## config.mk

```make
export PLATFORM = sky130hd
export DESIGN_NAME = fzc_top
export DESIGN_NICKNAME = d
export VERILOG_FILES = /design/src/core/fzc_pkg.sv /design/src/core/fzc_spin_if.sv /design/src/core/fzc_spinup.sv /design/src/core/fzc_top.sv
export SDC_FILE = /design/constraint.sdc
export NUM_CORES = 1
export LEC_CHECK = 0
export BUFFER_PORTS_ARGS = -buffer_cell sky130_fd_sc_hd__buf_2
export CAP_MARGIN = 40
export CORE_MARGIN = 1.5
export CORE_UTILIZATION = 51
export CTS_CLUSTER_SIZE = 28
export DETAILED_ROUTE_END_ITERATION = 10
export GPL_ROUTABILITY_DRIVEN = 0
export HOLD_SLACK_MARGIN = 0.03
export MAX_ROUTING_LAYER = met4
export PLACE_DENSITY = 0.74
export SYNTH_ARGS = -nofsm -noshare
export SYNTH_HDL_FRONTEND = slang
export SYNTH_SLANG_ARGS = --single-unit
```

## constraint.sdc

```tcl
create_clock -name clk -period 3.9 [get_ports clk]
set_clock_uncertainty 0.1 [all_clocks]
set_input_delay 0.195 -clock clk [delete_from_list [all_inputs] [get_ports clk]]
set_output_delay 0.195 -clock clk [all_outputs]
set_load 0.02 [all_outputs]
```

## src/core/fzc_pkg.sv

```systemverilog
// Constants for the fan zone and coefficient configuration slice.
// Assumes a serial bus engine outside that presents byte register accesses.
package fzc_pkg;

    // ************************************************************
    // Register offsets and reset value
    // ************************************************************
    localparam logic [7:0] ADDR_COEF_OPT1  = 8'h79;
    localparam logic [7:0] ADDR_COEF_OPT2  = 8'h7a;
    localparam logic [7:0] ADDR_COEF_OPT3  = 8'h7b;
    localparam logic [7:0] ADDR_ZONE_SEL1  = 8'h7c;
    localparam logic [7:0] ADDR_ZONE_SEL2  = 8'h7d;
    localparam logic [7:0] ADDR_COEF_SEL1  = 8'h7e;
    localparam logic [7:0] ADDR_COEF_SEL2  = 8'h7f;
    localparam logic [7:0] REG_RESET       = 8'h00;
    localparam logic [7:0] RD_UNMAPPED     = 8'h00;

    // ************************************************************
    // Field positions
    // ************************************************************
    localparam int GAIN_LO_LSB    = 6;  // Gain bits 1:0 in option 2
    localparam int OFFS_HI_LSB    = 0;  // Offset bits 8:3 in option 2
    localparam int OFFS_LO_LSB    = 5;  // Offset bits 2:0 in option 3
    localparam int SPINUP_LSB     = 0;  // Spin-up code in option 3
    localparam int ZONE_HI_LSB    = 4;  // First fan of a zone register
    localparam int ZONE_LO_LSB    = 0;  // Second fan of a zone register
    localparam int CSEL_LO_LSB    = 6;  // Channel select bits 1:0
    localparam int NUM_CHAN       = 10;
    localparam int NUM_FAN        = 4;

    // ************************************************************
    // Zone codes
    // ************************************************************
    localparam logic [3:0] ZONE_MAX_TEMP  = 4'h0;
    localparam logic [3:0] ZONE_LAST_CHAN = 4'ha;

    // ************************************************************
    // Spin-up timing
    // ************************************************************
    localparam int CLK_MHZ        = 100;
    localparam int MS_PER_US      = 1000;
    localparam int CYC_PER_MS     = CLK_MHZ * MS_PER_US;
    localparam int MS_CNT_W       = 12;
    localparam int CYC_CNT_W      = 17;
    localparam logic [2:0] SPINUP_NONE = 3'h0;
    localparam logic [MS_CNT_W-1:0] SPINUP_MS [8] = '{
        12'h000, 12'h064, 12'h0fa, 12'h190,
        12'h29b, 12'h3e8, 12'h7d0, 12'hfa0
    };  // 0, 100, 250, 400, 667, 1000, 2000, 4000 ms

    typedef enum logic [0:0] {SPIN_IDLE, SPIN_RUN} fzc_spin_type;

endpackage : fzc_pkg

```

## src/core/fzc_spin_if.sv

```systemverilog
// Interface between the register slice and the spin-up timer.
// Assumes both ends share the one system clock.
interface fzc_spin_if;
    logic [2:0] code;    // Duration code from the register
    logic       start;   // One-cycle spin-up request
    logic       active;  // Spin-up running

    modport ctrl (output code, output start, input active);
    modport timer (input code, input start, output active);
endinterface : fzc_spin_if

```

## src/core/fzc_spinup.sv

```systemverilog
// Automatic fan spin-up duration timer.
// Assumes start is a one-cycle pulse; a new start with a nonzero code restarts the timing.
module fzc_spinup #(
    parameter int CYC_PER_MS = fzc_pkg::CYC_PER_MS
) (
    input  wire logic     clk,  // System clock
    input  wire logic     rst,  // Async reset, active high
    fzc_spin_if.timer     sp    // Code, start and active
);

    fzc_pkg::fzc_spin_type               state_r, state_nxt;
    logic [fzc_pkg::MS_CNT_W-1:0]        ms_r, ms_nxt;
    logic [fzc_pkg::CYC_CNT_W-1:0]       cyc_r, cyc_nxt;
    logic                                ms_tick;

    // ************************************************************
    // Millisecond enable divider and countdown
    // ************************************************************
    assign ms_tick = (cyc_r == fzc_pkg::CYC_CNT_W'(CYC_PER_MS - 1));

    // Code 000 never starts a spin-up; 001..111 load the table
    always_comb begin
        state_nxt = state_r;
        ms_nxt    = ms_r;
        cyc_nxt   = ms_tick ? '0 : cyc_r + 1'b1;
        if (sp.start && sp.code != fzc_pkg::SPINUP_NONE) begin
            state_nxt = fzc_pkg::SPIN_RUN;
            ms_nxt    = fzc_pkg::SPINUP_MS[sp.code];
            cyc_nxt   = '0;
        end else begin
            case (state_r)
                fzc_pkg::SPIN_IDLE: begin
                    cyc_nxt = '0;  // Divider parked to save toggling
                end
                fzc_pkg::SPIN_RUN: begin
                    if (ms_tick) begin
                        ms_nxt = ms_r - 1'b1;
                        if (ms_r == fzc_pkg::MS_CNT_W'(1)) begin
                            state_nxt = fzc_pkg::SPIN_IDLE;
                        end
                    end
                end
                default: state_nxt = fzc_pkg::SPIN_IDLE;
            endcase
        end
    end

    // State registers
    always_ff @(posedge clk or posedge rst) begin
        if (rst) begin
            state_r <= fzc_pkg::SPIN_IDLE;
            ms_r    <= '0;
            cyc_r   <= '0;
        end else begin
            state_r <= state_nxt;
            ms_r    <= ms_nxt;
            cyc_r   <= cyc_nxt;
        end
    end

    assign sp.active = (state_r == fzc_pkg::SPIN_RUN);

endmodule : fzc_spinup

```

## src/core/fzc_top.sv

```systemverilog
// Fan zone selection and optional sensor coefficient register slice.
// Assumes a serial bus engine outside that presents single byte reads and
// writes on the register port, one access per cycle, synchronous to clk.
//
// Notes on behaviour
// - Option 2 bits 7:6 hold gain bits 1:0, read and write.
// - Option 2 bits 5:0 hold offset bits 8:3, read and write.
// - Option 3 bits 7:5 hold offset bits 2:0, forming a 9-bit offset.
// - Option 3 bits 2:0 pick spin-up time: none, 100ms up to 4s.
// - Zone select 1 bits 7:4 choose the zone for fan 1.
// - Zone select 1 bits 3:0 choose the zone for fan 2, same coding.
// - Zone code 0000 follows the maximum temperature value.
// - Zone codes 0001 to 1010 follow temperature channels 1 to 10.
// - All registers of this slice reset to 0x00.
// - Option 1 holds gain bits 9:2, making a 10-bit gain.
// - Per-channel select bit picks default or optional coefficients.
module fzc_top #(
    parameter int CYC_PER_MS = fzc_pkg::CYC_PER_MS  // Cycles per ms
) (
    input  wire logic        clk,                  // 100 MHz clock
    input  wire logic        rst,                  // Async reset
    input  wire logic [7:0]  reg_addr,             // Register address
    input  wire logic        reg_wr,               // Write strobe
    input  wire logic [7:0]  reg_wdata,            // Write data
    input  wire logic        reg_rd,               // Read strobe
    output logic      [7:0]  reg_rdata,            // Read data, held
    input  wire logic [7:0]  max_temp,             // Max of all sensors
    input  wire logic [79:0] chan_temp,            // Ten 8-bit channels
    input  wire logic        spinup_req,           // Fan start request
    output logic      [31:0] fan_zone_temp,        // Four 8-bit zone temps
    output logic      [9:0]  optional_gain_coef,   // Gain coefficient
    output logic      [8:0]  optional_offset_coef, // Offset coefficient
    output logic      [9:0]  coef_use_optional,    // Per-channel select
    output logic             spinup_active         // Spin-up in progress
);

    // ************************************************************
    // Register storage
    // ************************************************************
    logic [7:0]  opt1_r, opt1_nxt;
    logic [7:0]  opt2_r, opt2_nxt;
    logic [7:0]  opt3_r, opt3_nxt;
    logic [7:0]  zone1_r, zone1_nxt;
    logic [7:0]  zone2_r, zone2_nxt;
    logic [7:0]  csel1_r, csel1_nxt;
    logic [7:0]  csel2_r, csel2_nxt;
    logic [7:0]  rdata_r, rdata_nxt;
    logic [31:0] zone_temp_r, zone_temp_nxt;
    logic        spin_start_r, spin_start_nxt;
    logic        spin_act_r;
    logic [3:0]  fan_code [fzc_pkg::NUM_FAN];

    fzc_spin_if spin ();

    // Maps a zone code to its temperature; unused codes fall back to max
    function automatic logic [7:0] zone_pick(
        input logic [3:0]  code,
        input logic [7:0]  tmax,
        input logic [79:0] chans
    );
        logic [7:0] t;
        t = tmax;
        if (code != fzc_pkg::ZONE_MAX_TEMP
            && code <= fzc_pkg::ZONE_LAST_CHAN) begin
            t = chans[8*(int'(code)-1) +: 8];
        end
        return t;  // Codes above 1010 keep max: safest cooling
    endfunction : zone_pick

    // ************************************************************
    // Register writes
    // ************************************************************
    // Every register is plain read/write; fields need no masking
    always_comb begin
        opt1_nxt  = opt1_r;
        opt2_nxt  = opt2_r;
        opt3_nxt  = opt3_r;
        zone1_nxt = zone1_r;
        zone2_nxt = zone2_r;
        csel1_nxt = csel1_r;
        csel2_nxt = csel2_r;
        if (reg_wr) begin
            if (reg_addr == fzc_pkg::ADDR_COEF_OPT1) begin
                opt1_nxt = reg_wdata;
            end else if (reg_addr == fzc_pkg::ADDR_COEF_OPT2) begin
                opt2_nxt = reg_wdata;
            end else if (reg_addr == fzc_pkg::ADDR_COEF_OPT3) begin
                opt3_nxt = reg_wdata;
            end else if (reg_addr == fzc_pkg::ADDR_ZONE_SEL1) begin
                zone1_nxt = reg_wdata;
            end else if (reg_addr == fzc_pkg::ADDR_ZONE_SEL2) begin
                zone2_nxt = reg_wdata;
            end else if (reg_addr == fzc_pkg::ADDR_COEF_SEL1) begin
                csel1_nxt = reg_wdata;
            end else if (reg_addr == fzc_pkg::ADDR_COEF_SEL2) begin
                csel2_nxt = reg_wdata;
            end
        end
    end

    // ************************************************************
    // Register reads
    // ************************************************************
    // Read data holds between reads so a slow serial engine can shift it
    always_comb begin
        rdata_nxt = rdata_r;
        if (reg_rd) begin
            if (reg_addr == fzc_pkg::ADDR_COEF_OPT1) begin
                rdata_nxt = opt1_r;
            end else if (reg_addr == fzc_pkg::ADDR_COEF_OPT2) begin
                rdata_nxt = opt2_r;
            end else if (reg_addr == fzc_pkg::ADDR_COEF_OPT3) begin
                rdata_nxt = opt3_r;
            end else if (reg_addr == fzc_pkg::ADDR_ZONE_SEL1) begin
                rdata_nxt = zone1_r;
            end else if (reg_addr == fzc_pkg::ADDR_ZONE_SEL2) begin
                rdata_nxt = zone2_r;
            end else if (reg_addr == fzc_pkg::ADDR_COEF_SEL1) begin
                rdata_nxt = csel1_r;
            end else if (reg_addr == fzc_pkg::ADDR_COEF_SEL2) begin
                rdata_nxt = csel2_r;
            end else begin
                rdata_nxt = fzc_pkg::RD_UNMAPPED;
            end
        end
    end

    // ************************************************************
    // Zone temperature selection
    // ************************************************************
    assign fan_code[0] = zone1_r[fzc_pkg::ZONE_HI_LSB +: 4];
    assign fan_code[1] = zone1_r[fzc_pkg::ZONE_LO_LSB +: 4];
    assign fan_code[2] = zone2_r[fzc_pkg::ZONE_HI_LSB +: 4];
    assign fan_code[3] = zone2_r[fzc_pkg::ZONE_LO_LSB +: 4];

    // Same decode for every fan; one assign per byte keeps one driver each
    generate
        for (genvar f = 0; f < fzc_pkg::NUM_FAN; f++) begin : g_fan
            assign zone_temp_nxt[8*f +: 8] =
                zone_pick(fan_code[f], max_temp, chan_temp);
        end
    endgenerate

    // Start request passes through one flop to the timer
    always_comb begin
        spin_start_nxt = spinup_req;
    end

    assign spin.code  = opt3_r[fzc_pkg::SPINUP_LSB +: 3];
    assign spin.start = spin_start_r;

    fzc_spinup #(
        .CYC_PER_MS (CYC_PER_MS)
    ) u_spinup (
        .clk (clk),
        .rst (rst),
        .sp  (spin)
    );

    // ************************************************************
    // Registers
    // ************************************************************
    always_ff @(posedge clk or posedge rst) begin
        if (rst) begin
            opt1_r       <= fzc_pkg::REG_RESET;
            opt2_r       <= fzc_pkg::REG_RESET;
            opt3_r       <= fzc_pkg::REG_RESET;
            zone1_r      <= fzc_pkg::REG_RESET;
            zone2_r      <= fzc_pkg::REG_RESET;
            csel1_r      <= fzc_pkg::REG_RESET;
            csel2_r      <= fzc_pkg::REG_RESET;
            rdata_r      <= fzc_pkg::REG_RESET;
            zone_temp_r  <= '0;
            spin_start_r <= 1'b0;
            spin_act_r   <= 1'b0;
        end else begin
            opt1_r       <= opt1_nxt;
            opt2_r       <= opt2_nxt;
            opt3_r       <= opt3_nxt;
            zone1_r      <= zone1_nxt;
            zone2_r      <= zone2_nxt;
            csel1_r      <= csel1_nxt;
            csel2_r      <= csel2_nxt;
            rdata_r      <= rdata_nxt;
            zone_temp_r  <= zone_temp_nxt;
            spin_start_r <= spin_start_nxt;
            spin_act_r   <= spin.active;
        end
    end

    // ************************************************************
    // Outputs, all straight from flops
    // ************************************************************
    assign reg_rdata            = rdata_r;
    assign fan_zone_temp        = zone_temp_r;
    assign optional_gain_coef   =
        {opt1_r, opt2_r[fzc_pkg::GAIN_LO_LSB +: 2]};
    assign optional_offset_coef =
        {opt2_r[fzc_pkg::OFFS_HI_LSB +: 6],
         opt3_r[fzc_pkg::OFFS_LO_LSB +: 3]};
    assign coef_use_optional    =
        {csel1_r, csel2_r[fzc_pkg::CSEL_LO_LSB +: 2]};
    assign spinup_active        = spin_act_r;

endmodule : fzc_top

```

==> impl_metrics.env, run 1 <==
export IMPL_synthesis_area_um2=9450
export IMPL_synth_cell_type_count=74
export IMPL_start_util_pct=52.3
export IMPL_status="finished with violations"
export IMPL_critPathTopFamily="adder cells"
export IMPL_p_clk_share_pct=36.8
export IMPL_end_kind="flip-flop"
export IMPL_path_class="flip-flop to flip-flop"
export IMPL_dp_worst_setup_slack_ns=1.21
export IMPL_period_share_pct=70.3
export IMPL_htree_num_levels=4
export IMPL_fin_util_pct=61.8
export IMPL_area_growth_synth_to_final_pct=18.3
export IMPL_placed_cells=1189
export IMPL_ant_nets=0
export IMPL_ys_warn_count=0
export IMPL_drc=10
export IMPL_crit_buf_inv=2
export IMPL_p_per_area_nw_per_um2=394
export IMPL_sw_frac_of_total_pct=34.3
export IMPL_yosysSeqAreaShare_pct=33.9
export IMPL_crit_fanout=17
export IMPL_synth_edff_count=0
export IMPL_drive_above_1_share_pct=38.9
export IMPL_final_area_um2=11200
export IMPL_place_hpwl_um=20200
export IMPL_fin_ws_ns=1.16
export IMPL_p_seq_share_pct=36.7
export IMPL_num_vias=8229
export IMPL_hp_class="primary input to flip-flop"
export IMPL_postSynthAreaPerCell_um2=11.3
export IMPL_drtIter0Drc=734
export IMPL_min_period_ns=2.74
export IMPL_die_w_um=139
export IMPL_core_area_um2=18100
export IMPL_die_y_um=139
export IMPL_final_cells=1242
export IMPL_cts_num_sinks=128
export IMPL_n_fill_cell=1452
export IMPL_fin_nets=1127
export IMPL_cts_buffer_depth=2
export IMPL_antenna_found_initial=1
export IMPL_wl_um=28300
export IMPL_first_global_vias=7826
export IMPL_path_common_cell="inv_1"
export IMPL_via_per_inst=6.63
export IMPL_tritoncts="done"
export IMPL_cts_root_buf="clkbuf_16"
export IMPL_overflow=0
export IMPL_drv_slew=0
export IMPL_finalHoldViolCount=0
export IMPL_vdd_drop_max_v=0.000311
export IMPL_placed_area_um2=10400
export IMPL_grtUsageTotal_pct=30.9
export IMPL_arrival_ns=2.96
export IMPL_crit_cells=6
export IMPL_rsz0062_at_grt="false"
export IMPL_finalSetupViolCount=0
export IMPL_synth_async_reset_ratio_pct=100
export IMPL_syn_instance_count=834
export IMPL_ctsHoldBuffers=19
export IMPL_hold_path_cell_count=2
export IMPL_grt_max_degree=63
export IMPL_cts_buffers=17
export IMPL_synth_ff_type="dfrtp_1"
export IMPL_portBuffers=178
export IMPL_cts_resized=0
export IMPL_syn_nets=963
export IMPL_violations="design-rule violations"
export IMPL_post_cts_buffers=0
export IMPL_critical_path_max_stage_delay_ns=0.85
export IMPL_worst_slew_pin_slew_ns=0.983
export IMPL_worstSkewPairLatency_ns=0.44
export IMPL_synth_seq_cells=128
export IMPL_clk_pin_slew_ns=0.07
export IMPL_worstRegToRegCells=6
export IMPL_drt_pass1_iterations=10
export IMPL_max_slew_margin_pct=34.5
export IMPL_required_ns=4.11
export IMPL_p_int_mw=2.89
export IMPL_fin_setup_tns_ns=0
export IMPL_register_area_um2=3210
export IMPL_fmax_mhz=365
export IMPL_fp_row_count=49
export IMPL_dieArea_um2=19400
export IMPL_cpMaxStageDelayCell="ha_1"
export IMPL_p_sw_mw=1.51
export IMPL_multiInputGateArea_um2=5730
export IMPL_power_leakage_nw=4.68
export IMPL_wire_per_inst_um=22.8
export IMPL_critPathLaunchType="flip-flop"
export IMPL_grt_pass1_wl_um=45100
export IMPL_ios=179
export IMPL_p_comb_share_pct=26.6
export IMPL_crit_path_cell_trace="inv_1, ha_1, mux4_2, inv_1, o21ai_0, o32a_1"
export IMPL_maxCapViolations=0
-- state kept, by name, indices dropped and copies added, names as in the netlist --
register,count
zone1_r,8
zone2_r,8
spin.start,1
opt1_r,8
opt2_r,8
u_spinup.ms_r,12
csel2_r,8
fan_zone_temp,32
spinup_active,1
u_spinup.sp.active,1
opt3_r,8
u_spinup.cyc_r,17
csel1_r,8
reg_rdata,8
-- stage by stage --
step,hold slack [ns],power (mW)
2_1_floorplan,0.126,2.37
3_3_place_gp,0.209,2.74
3_5_place_dp,0.122,2.76
4_1_cts,0.0323,4.40
5_1_grt,0.0627,4.58
6_report,0.0493,4.40
-- area by class of cell --
class | count | share of cell area, %
multi-input combinational | 601 | 51.3
tap | 229 | 2.56
sequential | 128 | 28.7
clock buffer | 17 | 3.81
antenna | 2 | 0.0448
clock inverter | 15 | 1.50
timing repair buffer | 207 | 10.6
inverter | 43 | 1.47
-- logic make-up (layout without fill, tap and decap cells) --
| family | after synthesis | in the layout | share of synthesized area, % |
|---|---|---|---|
| AO/OA/AOI/OAI | 200 | 200 | 15.4 |
| XOR/XNOR | 10 | 10 | 0.927 |
| adder cells (fa/ha/maj) | 20 | 20 | 2.65 |
| buffers and inverters | 105 | 282 | 5.44 |
| flip-flops | 128 | 128 | 33.9 |
| multiplexers | 172 | 172 | 28.9 |
| other | 0 | 2 | 0 |
| AND/OR/NAND/NOR | 199 | 199 | 12.9 |
-- cell usage in the layout, fill, tap and decap left out, types with 5 or more instances in the layout --
master,Yosys,final
o211ai_1,19,19
nor2_1,35,35
clkbuf_16,0,17
nor3_1,5,5
nand3_1,28,28
mux2i_1,17,17
inv_1,42,41
nand2b_1,25,25
xor2_1,9,9
a211oi_1,16,16
nor2b_1,27,27
dlygate4sd3_1,0,19
nand2_1,17,17
and3_1,8,8
or4_1,7,7
o32a_1,16,16
buf_2,23,178
mux4_2,71,71
a21oi_1,34,34
o31ai_1,5,5
o21ai_0,32,32
a41oi_1,8,8
and2_1,5,5
a31oi_1,6,6
o22ai_1,9,9
inv_6,0,6
buf_4,12,8
a22o_1,9,9
a22oi_1,11,11
mux2_2,83,83
a32oi_1,9,9
dfrtp_1,128,126
ha_1,20,20
-- Yosys cell counts, drive strengths merged, types with 9 or more instances --
master	n	area (um2)
inv	42	158
o211ai	20	155
a21oi	34	170
clkbuf	17	63.8
a22o	9	78.8
nand2	17	63.8
a32oi	9	78.8
nor2	35	131
nor2b	27	169
nand3	29	150
a22oi	11	82.6
o21ai	34	170
mux2	83	935
mux4	72	1630
mux2i	17	170
a211oi	16	120
nand2b	25	156
o32a	16	160
ha	20	250
dfrtp	128	3200
o22ai	11	81.3
buf	44	277
xor2	9	78.8
-- final timing paths --
check / start / end / slack, ns
max: zone2_r[5] / fan_zone_temp[19] / 1.16
min: reg_rd / reg_rdata[7] / 0.05
max reg2reg: zone2_r[5] / fan_zone_temp[19] / 1.16
min reg2reg: u_spinup.cyc_r[0] / u_spinup.cyc_r[0] / 0.35
max in group asynchronous: rst / zone2_r[4] / 2.55
min in group asynchronous: rst / u_spinup.cyc_r[13] / 0.20
-- layer usage --
metal  track usage [%]  wire [um]  part of all wire, %
met2              46.4      13100                   46
met4              9.35        764                  2.7
met3              8.11       3050                   11
met1              41.4      11300                   40
met5                 -          0                    0
-- power by group through the flow --
stage,logic (mW),clock network [mW],registers [mW]
2_1_floorplan,0.678,0,1.70
3_3_place_gp,1.11,0,1.63
3_5_place_dp,1.13,0,1.63
4_1_cts,1.16,1.64,1.61
5_1_grt,1.25,1.70,1.63
6_report,1.17,1.62,1.61
No activity file was read; power rests on OpenSTA's default activity.
==> inputs of run 2 (changes only) <==
--- a/config.mk
+++ b/config.mk
@@ -5,16 +5,17 @@
 export SDC_FILE = /design/constraint.sdc
 export NUM_CORES = 1
 export LEC_CHECK = 0
+export ABC_AREA = 1
 export BUFFER_PORTS_ARGS = -buffer_cell sky130_fd_sc_hd__buf_2
 export CAP_MARGIN = 40
 export CORE_MARGIN = 1.5
-export CORE_UTILIZATION = 51
+export CORE_UTILIZATION = 57
 export CTS_CLUSTER_SIZE = 28
 export DETAILED_ROUTE_END_ITERATION = 10
 export GPL_ROUTABILITY_DRIVEN = 0
 export HOLD_SLACK_MARGIN = 0.03
 export MAX_ROUTING_LAYER = met4
-export PLACE_DENSITY = 0.74
+export PLACE_DENSITY = 0.78
 export SYNTH_ARGS = -nofsm -noshare
 export SYNTH_HDL_FRONTEND = slang
 export SYNTH_SLANG_ARGS = --single-unit
==> constraint.sdc (replaced) <==
create_clock -name clk -period 2.75 [get_ports clk]
set_clock_uncertainty 0.1 [all_clocks]
set_input_delay 0.1375 -clock clk [delete_from_list [all_inputs] [get_ports clk]]
set_output_delay 0.1375 -clock clk [all_outputs]
set_load 0.02 [all_outputs]
==> run 2 against run 1 <==
  * Critical endpoint is now fan_zone_temp[11]
  * Highest routed layer unchanged
  * The flow now finishes without violations
  * Synthesized area up 2.7%
  * Global-route usage up 4.2 points
  * Synthesized cell count increased by 77%
  * First-iteration DRC count up 15%
  * Combinational power rose by 70%
  * Hold slack lost 0.014 ns
==> impl_metrics.env, run 2 <==
export IMPL_status="finished, final reports clean"
export IMPL_cpMaxStageDelayCell="nor2_1"
export IMPL_synth_area_leaders="dfrtp_1 (33%), nand2_1 (17%), o21ai_0 (10%)"
export IMPL_maxCapViolations=0
export IMPL_final_area_um2=11400
export IMPL_critPathTopFamily="simple AND/OR/NAND/NOR gates"
export IMPL_rsz0062_at_grt="false"
export IMPL_portBuffers=178
export IMPL_synthesis_area_um2=9710
export IMPL_r2r_start="zone1_r[1]"
export IMPL_wl_um=30100
export IMPL_highest_layer="met4"
export IMPL_drt_met1_wl_um=12300
export IMPL_n_fill_cell=1463
export IMPL_hp_class="primary input to flip-flop"
export IMPL_wl_met3_um=2540
export IMPL_largest_reg_flops=32
export IMPL_path_common_cell="inv_1"
export IMPL_synth_top_area_cell="dfrtp_1"
export IMPL_ant_nets=0
export IMPL_max_slew_margin_pct=46.6
export IMPL_vdd_drop_max_v=0.000476
export IMPL_synth_async_reset_ratio_pct=100
export IMPL_placed_area_um2=10600
export IMPL_critical_path_max_stage_delay_ns=0.58
export IMPL_ios=179
export IMPL_worst_slew_pin_slew_ns=0.802
export IMPL_finalSetupViolCount=0
export IMPL_grt_max_degree=107
export IMPL_antenna_found_initial=0
export IMPL_cp_startpoint="zone1_r[1]"
export IMPL_min_from="reg_wdata[0]"
export IMPL_overflow=0
export IMPL_drc=0
export IMPL_area_growth_synth_to_final_pct=17.1
export IMPL_synth_top_family_by_area="simple AND/OR/NAND/NOR gates"
export IMPL_synth_edff_count=0
export IMPL_fin_setup_tns_ns=0
export IMPL_path_class="flip-flop to flip-flop"
export IMPL_grt_pass1_wl_um=47600
export IMPL_first_global_vias=9499
export IMPL_final_common_cell="nand2_1"
export IMPL_synth_cell_type_count=45
export IMPL_required_ns=3.02
export IMPL_yosysSeqAreaShare_pct=33.0
export IMPL_cts_root_buf="clkbuf_16"
export IMPL_yosysMostFrequentCell="nand2_1"
export IMPL_end_kind="flip-flop"
export IMPL_num_antenna_cells=0
export IMPL_p_per_area_nw_per_um2=588
export IMPL_synth_ff_type="dfrtp_1"
export IMPL_arrival_ns=2.49
export IMPL_syn_nets=1606
export IMPL_htree_num_levels=4
export IMPL_finalHoldViolCount=0
export IMPL_synthMuxAreaShare_pct=0
export IMPL_cts_buffers=17
export IMPL_grtUsageTotal_pct=35.1
export IMPL_dr_wl_met2_um=13900
export IMPL_via_per_inst=5.63
export IMPL_num_vias=10500
export IMPL_period_share_pct=80.8
export IMPL_syn_instance_count=1477
export IMPL_postSynthAreaPerCell_um2=6.57
export IMPL_core_area_um2=16600
export IMPL_synth_compound_area_share_pct=23.5
export IMPL_min_period_ns=2.22
export IMPL_drv_slew=0
export IMPL_clk_pin_slew_ns=0.06
export IMPL_die_w_um=133
export IMPL_yosys_area_share_simple_pct=28.5
export IMPL_fmax_mhz=450
export IMPL_critPathLaunchType="flip-flop"
export IMPL_tritoncts="done"
export IMPL_synthDominantCellAreaShare_pct=33.0
export IMPL_cts_num_sinks=128
export IMPL_place_hpwl_um=21500
export IMPL_synthTopCellsByCount="nand2_1 (444), o21ai_0 (197), inv_1 (151)"
export IMPL_worstSkewPairLatency_ns=0.43
export IMPL_crit_buf_inv=3
export IMPL_crit_fanout=9
export IMPL_synth_xor_area_share_pct=2.20
export IMPL_die_y_um=133
export IMPL_synth_seq_cells=128
export IMPL_fin_nets=1756
export IMPL_power_leakage_nw=5.59
export IMPL_start_util_pct=58.5
export IMPL_fp_row_count=47
export IMPL_cts_buffer_depth=2
export IMPL_drive_above_1_share_pct=16.8
export IMPL_yosys_area_share_adder_pct=2.58
export IMPL_drt_pass1_iterations=5
export IMPL_crit_path_cell_trace="inv_1, ha_1, clkinv_1, nor2_1, nand3_1, nand2_1, inv_1, a21oi_2"
export IMPL_ys_warn_count=0
export IMPL_dieArea_um2=17800
export IMPL_wire_per_inst_um=16.2
export IMPL_drtIter0Drc=846
export IMPL_final_cell_mix="nand2_1 (444), o21ai_0 (197), buf_2 (178), inv_1 (150), dfrtp_1 (125)"
==> run 2: cell count changes after synthesis, sizes merged, moves of 17 or more <==
| cell | before | now |
|---|---|---|
| mux4 | 72 | 0 |
| nand2b | 25 | 0 |
| nor2b | 27 | 0 |
| o211ai | 20 | 51 |
| a21oi | 34 | 105 |
| o21ai | 34 | 231 |
| nand2 | 17 | 446 |
| nor2 | 35 | 104 |
| mux2i | 17 | 0 |
| mux2 | 83 | 0 |
| nand3 | 29 | 79 |
| inv | 42 | 158 |
==> run 2: final timing paths <==
kind / slack (ns) / depth (start not counted) / to
max: 0.53 / 8 / fan_zone_temp[11]
min: 0.04 / 3 / opt3_r[0]
max reg2reg: 0.53 / 8 / fan_zone_temp[11]
min reg2reg: 0.38 / 2 / reg_rdata[1]
max in group asynchronous: 1.39 / 4 / u_spinup.cyc_r[7]
min in group asynchronous: 0.22 / 3 / fan_zone_temp[30]
==> run 2: layer usage <==
metal	up-vias	track usage, %
li1	5151	-
met1	4639	43.7
met2	567	55.4
met3	110	6.28
met4	0	17.1
met5	-	-
==> run 2: logic make-up (layout without fill, tap and decap cells) <==
logic type                 count (synthesis)  after routing
and+or+nand+nor                          671            671
AOI/OAI and AO/OA                        406            406
adders and majority gates                 20             20
xor gates and xnor gates                  15             15
buffers and inverters                    237            399
DFF                                      128            128
==> run 2: repair_timing <==
action                     in CTS  in global routing
resized for setup               0                  0
setup buffers                   0                  0
hold endpoints to repair       64                  0
hold buffers                   13                  0
setup endpoints to repair       0                  0
==> run 2: final cells by class <==
cell class / instances / area (um2) / share of cell area (%)
flip-flops and latches: 128 / 3210 / 28.2
well taps: 220 / 275 / 2.42
multi-input cells: 1112 / 5510 / 48.5
inverters: 162 / 612 / 5.38
clock inverters: 12 / 160 / 1.41
clock buffers: 19 / 453 / 3.99
repair buffers: 206 / 1150 / 10.1
==> run 2: metrics by stage <==
| stage | instances | hold slack (ns) | utilization, % | worst slack (ns) | power (mW) |
|---|---|---|---|---|---|
| after floorplan | 1477 | 0.0689 | - | 0.680 | 3.72 |
| after global placement | 1815 | 0.142 | 64.0 | 0.649 | 4.24 |
| after detailed placement | 1815 | 0.143 | 64.0 | 0.622 | 4.29 |
| after CTS | 1859 | 0.0411 | 68.5 | 0.596 | 6.67 |
| after global routing | 1859 | 0.0658 | 68.5 | 0.384 | 7.06 |
| final | 1859 | 0.0351 | 68.5 | 0.527 | 6.68 |
==> run 2: where the power goes <==
part	switching, mW	leakage (nW)	internal, mW	total [mW]
combinational	1.30	3.64	0.691	1.99
sequential	0.189	1.67	2.13	2.32
clock	0.904	0.288	1.47	2.37
==> run 2: worst min-delay path, stage by stage <==
cell     delay (ns)
buf_2          0.08
inv_1          0.13
o21ai_0        0.18
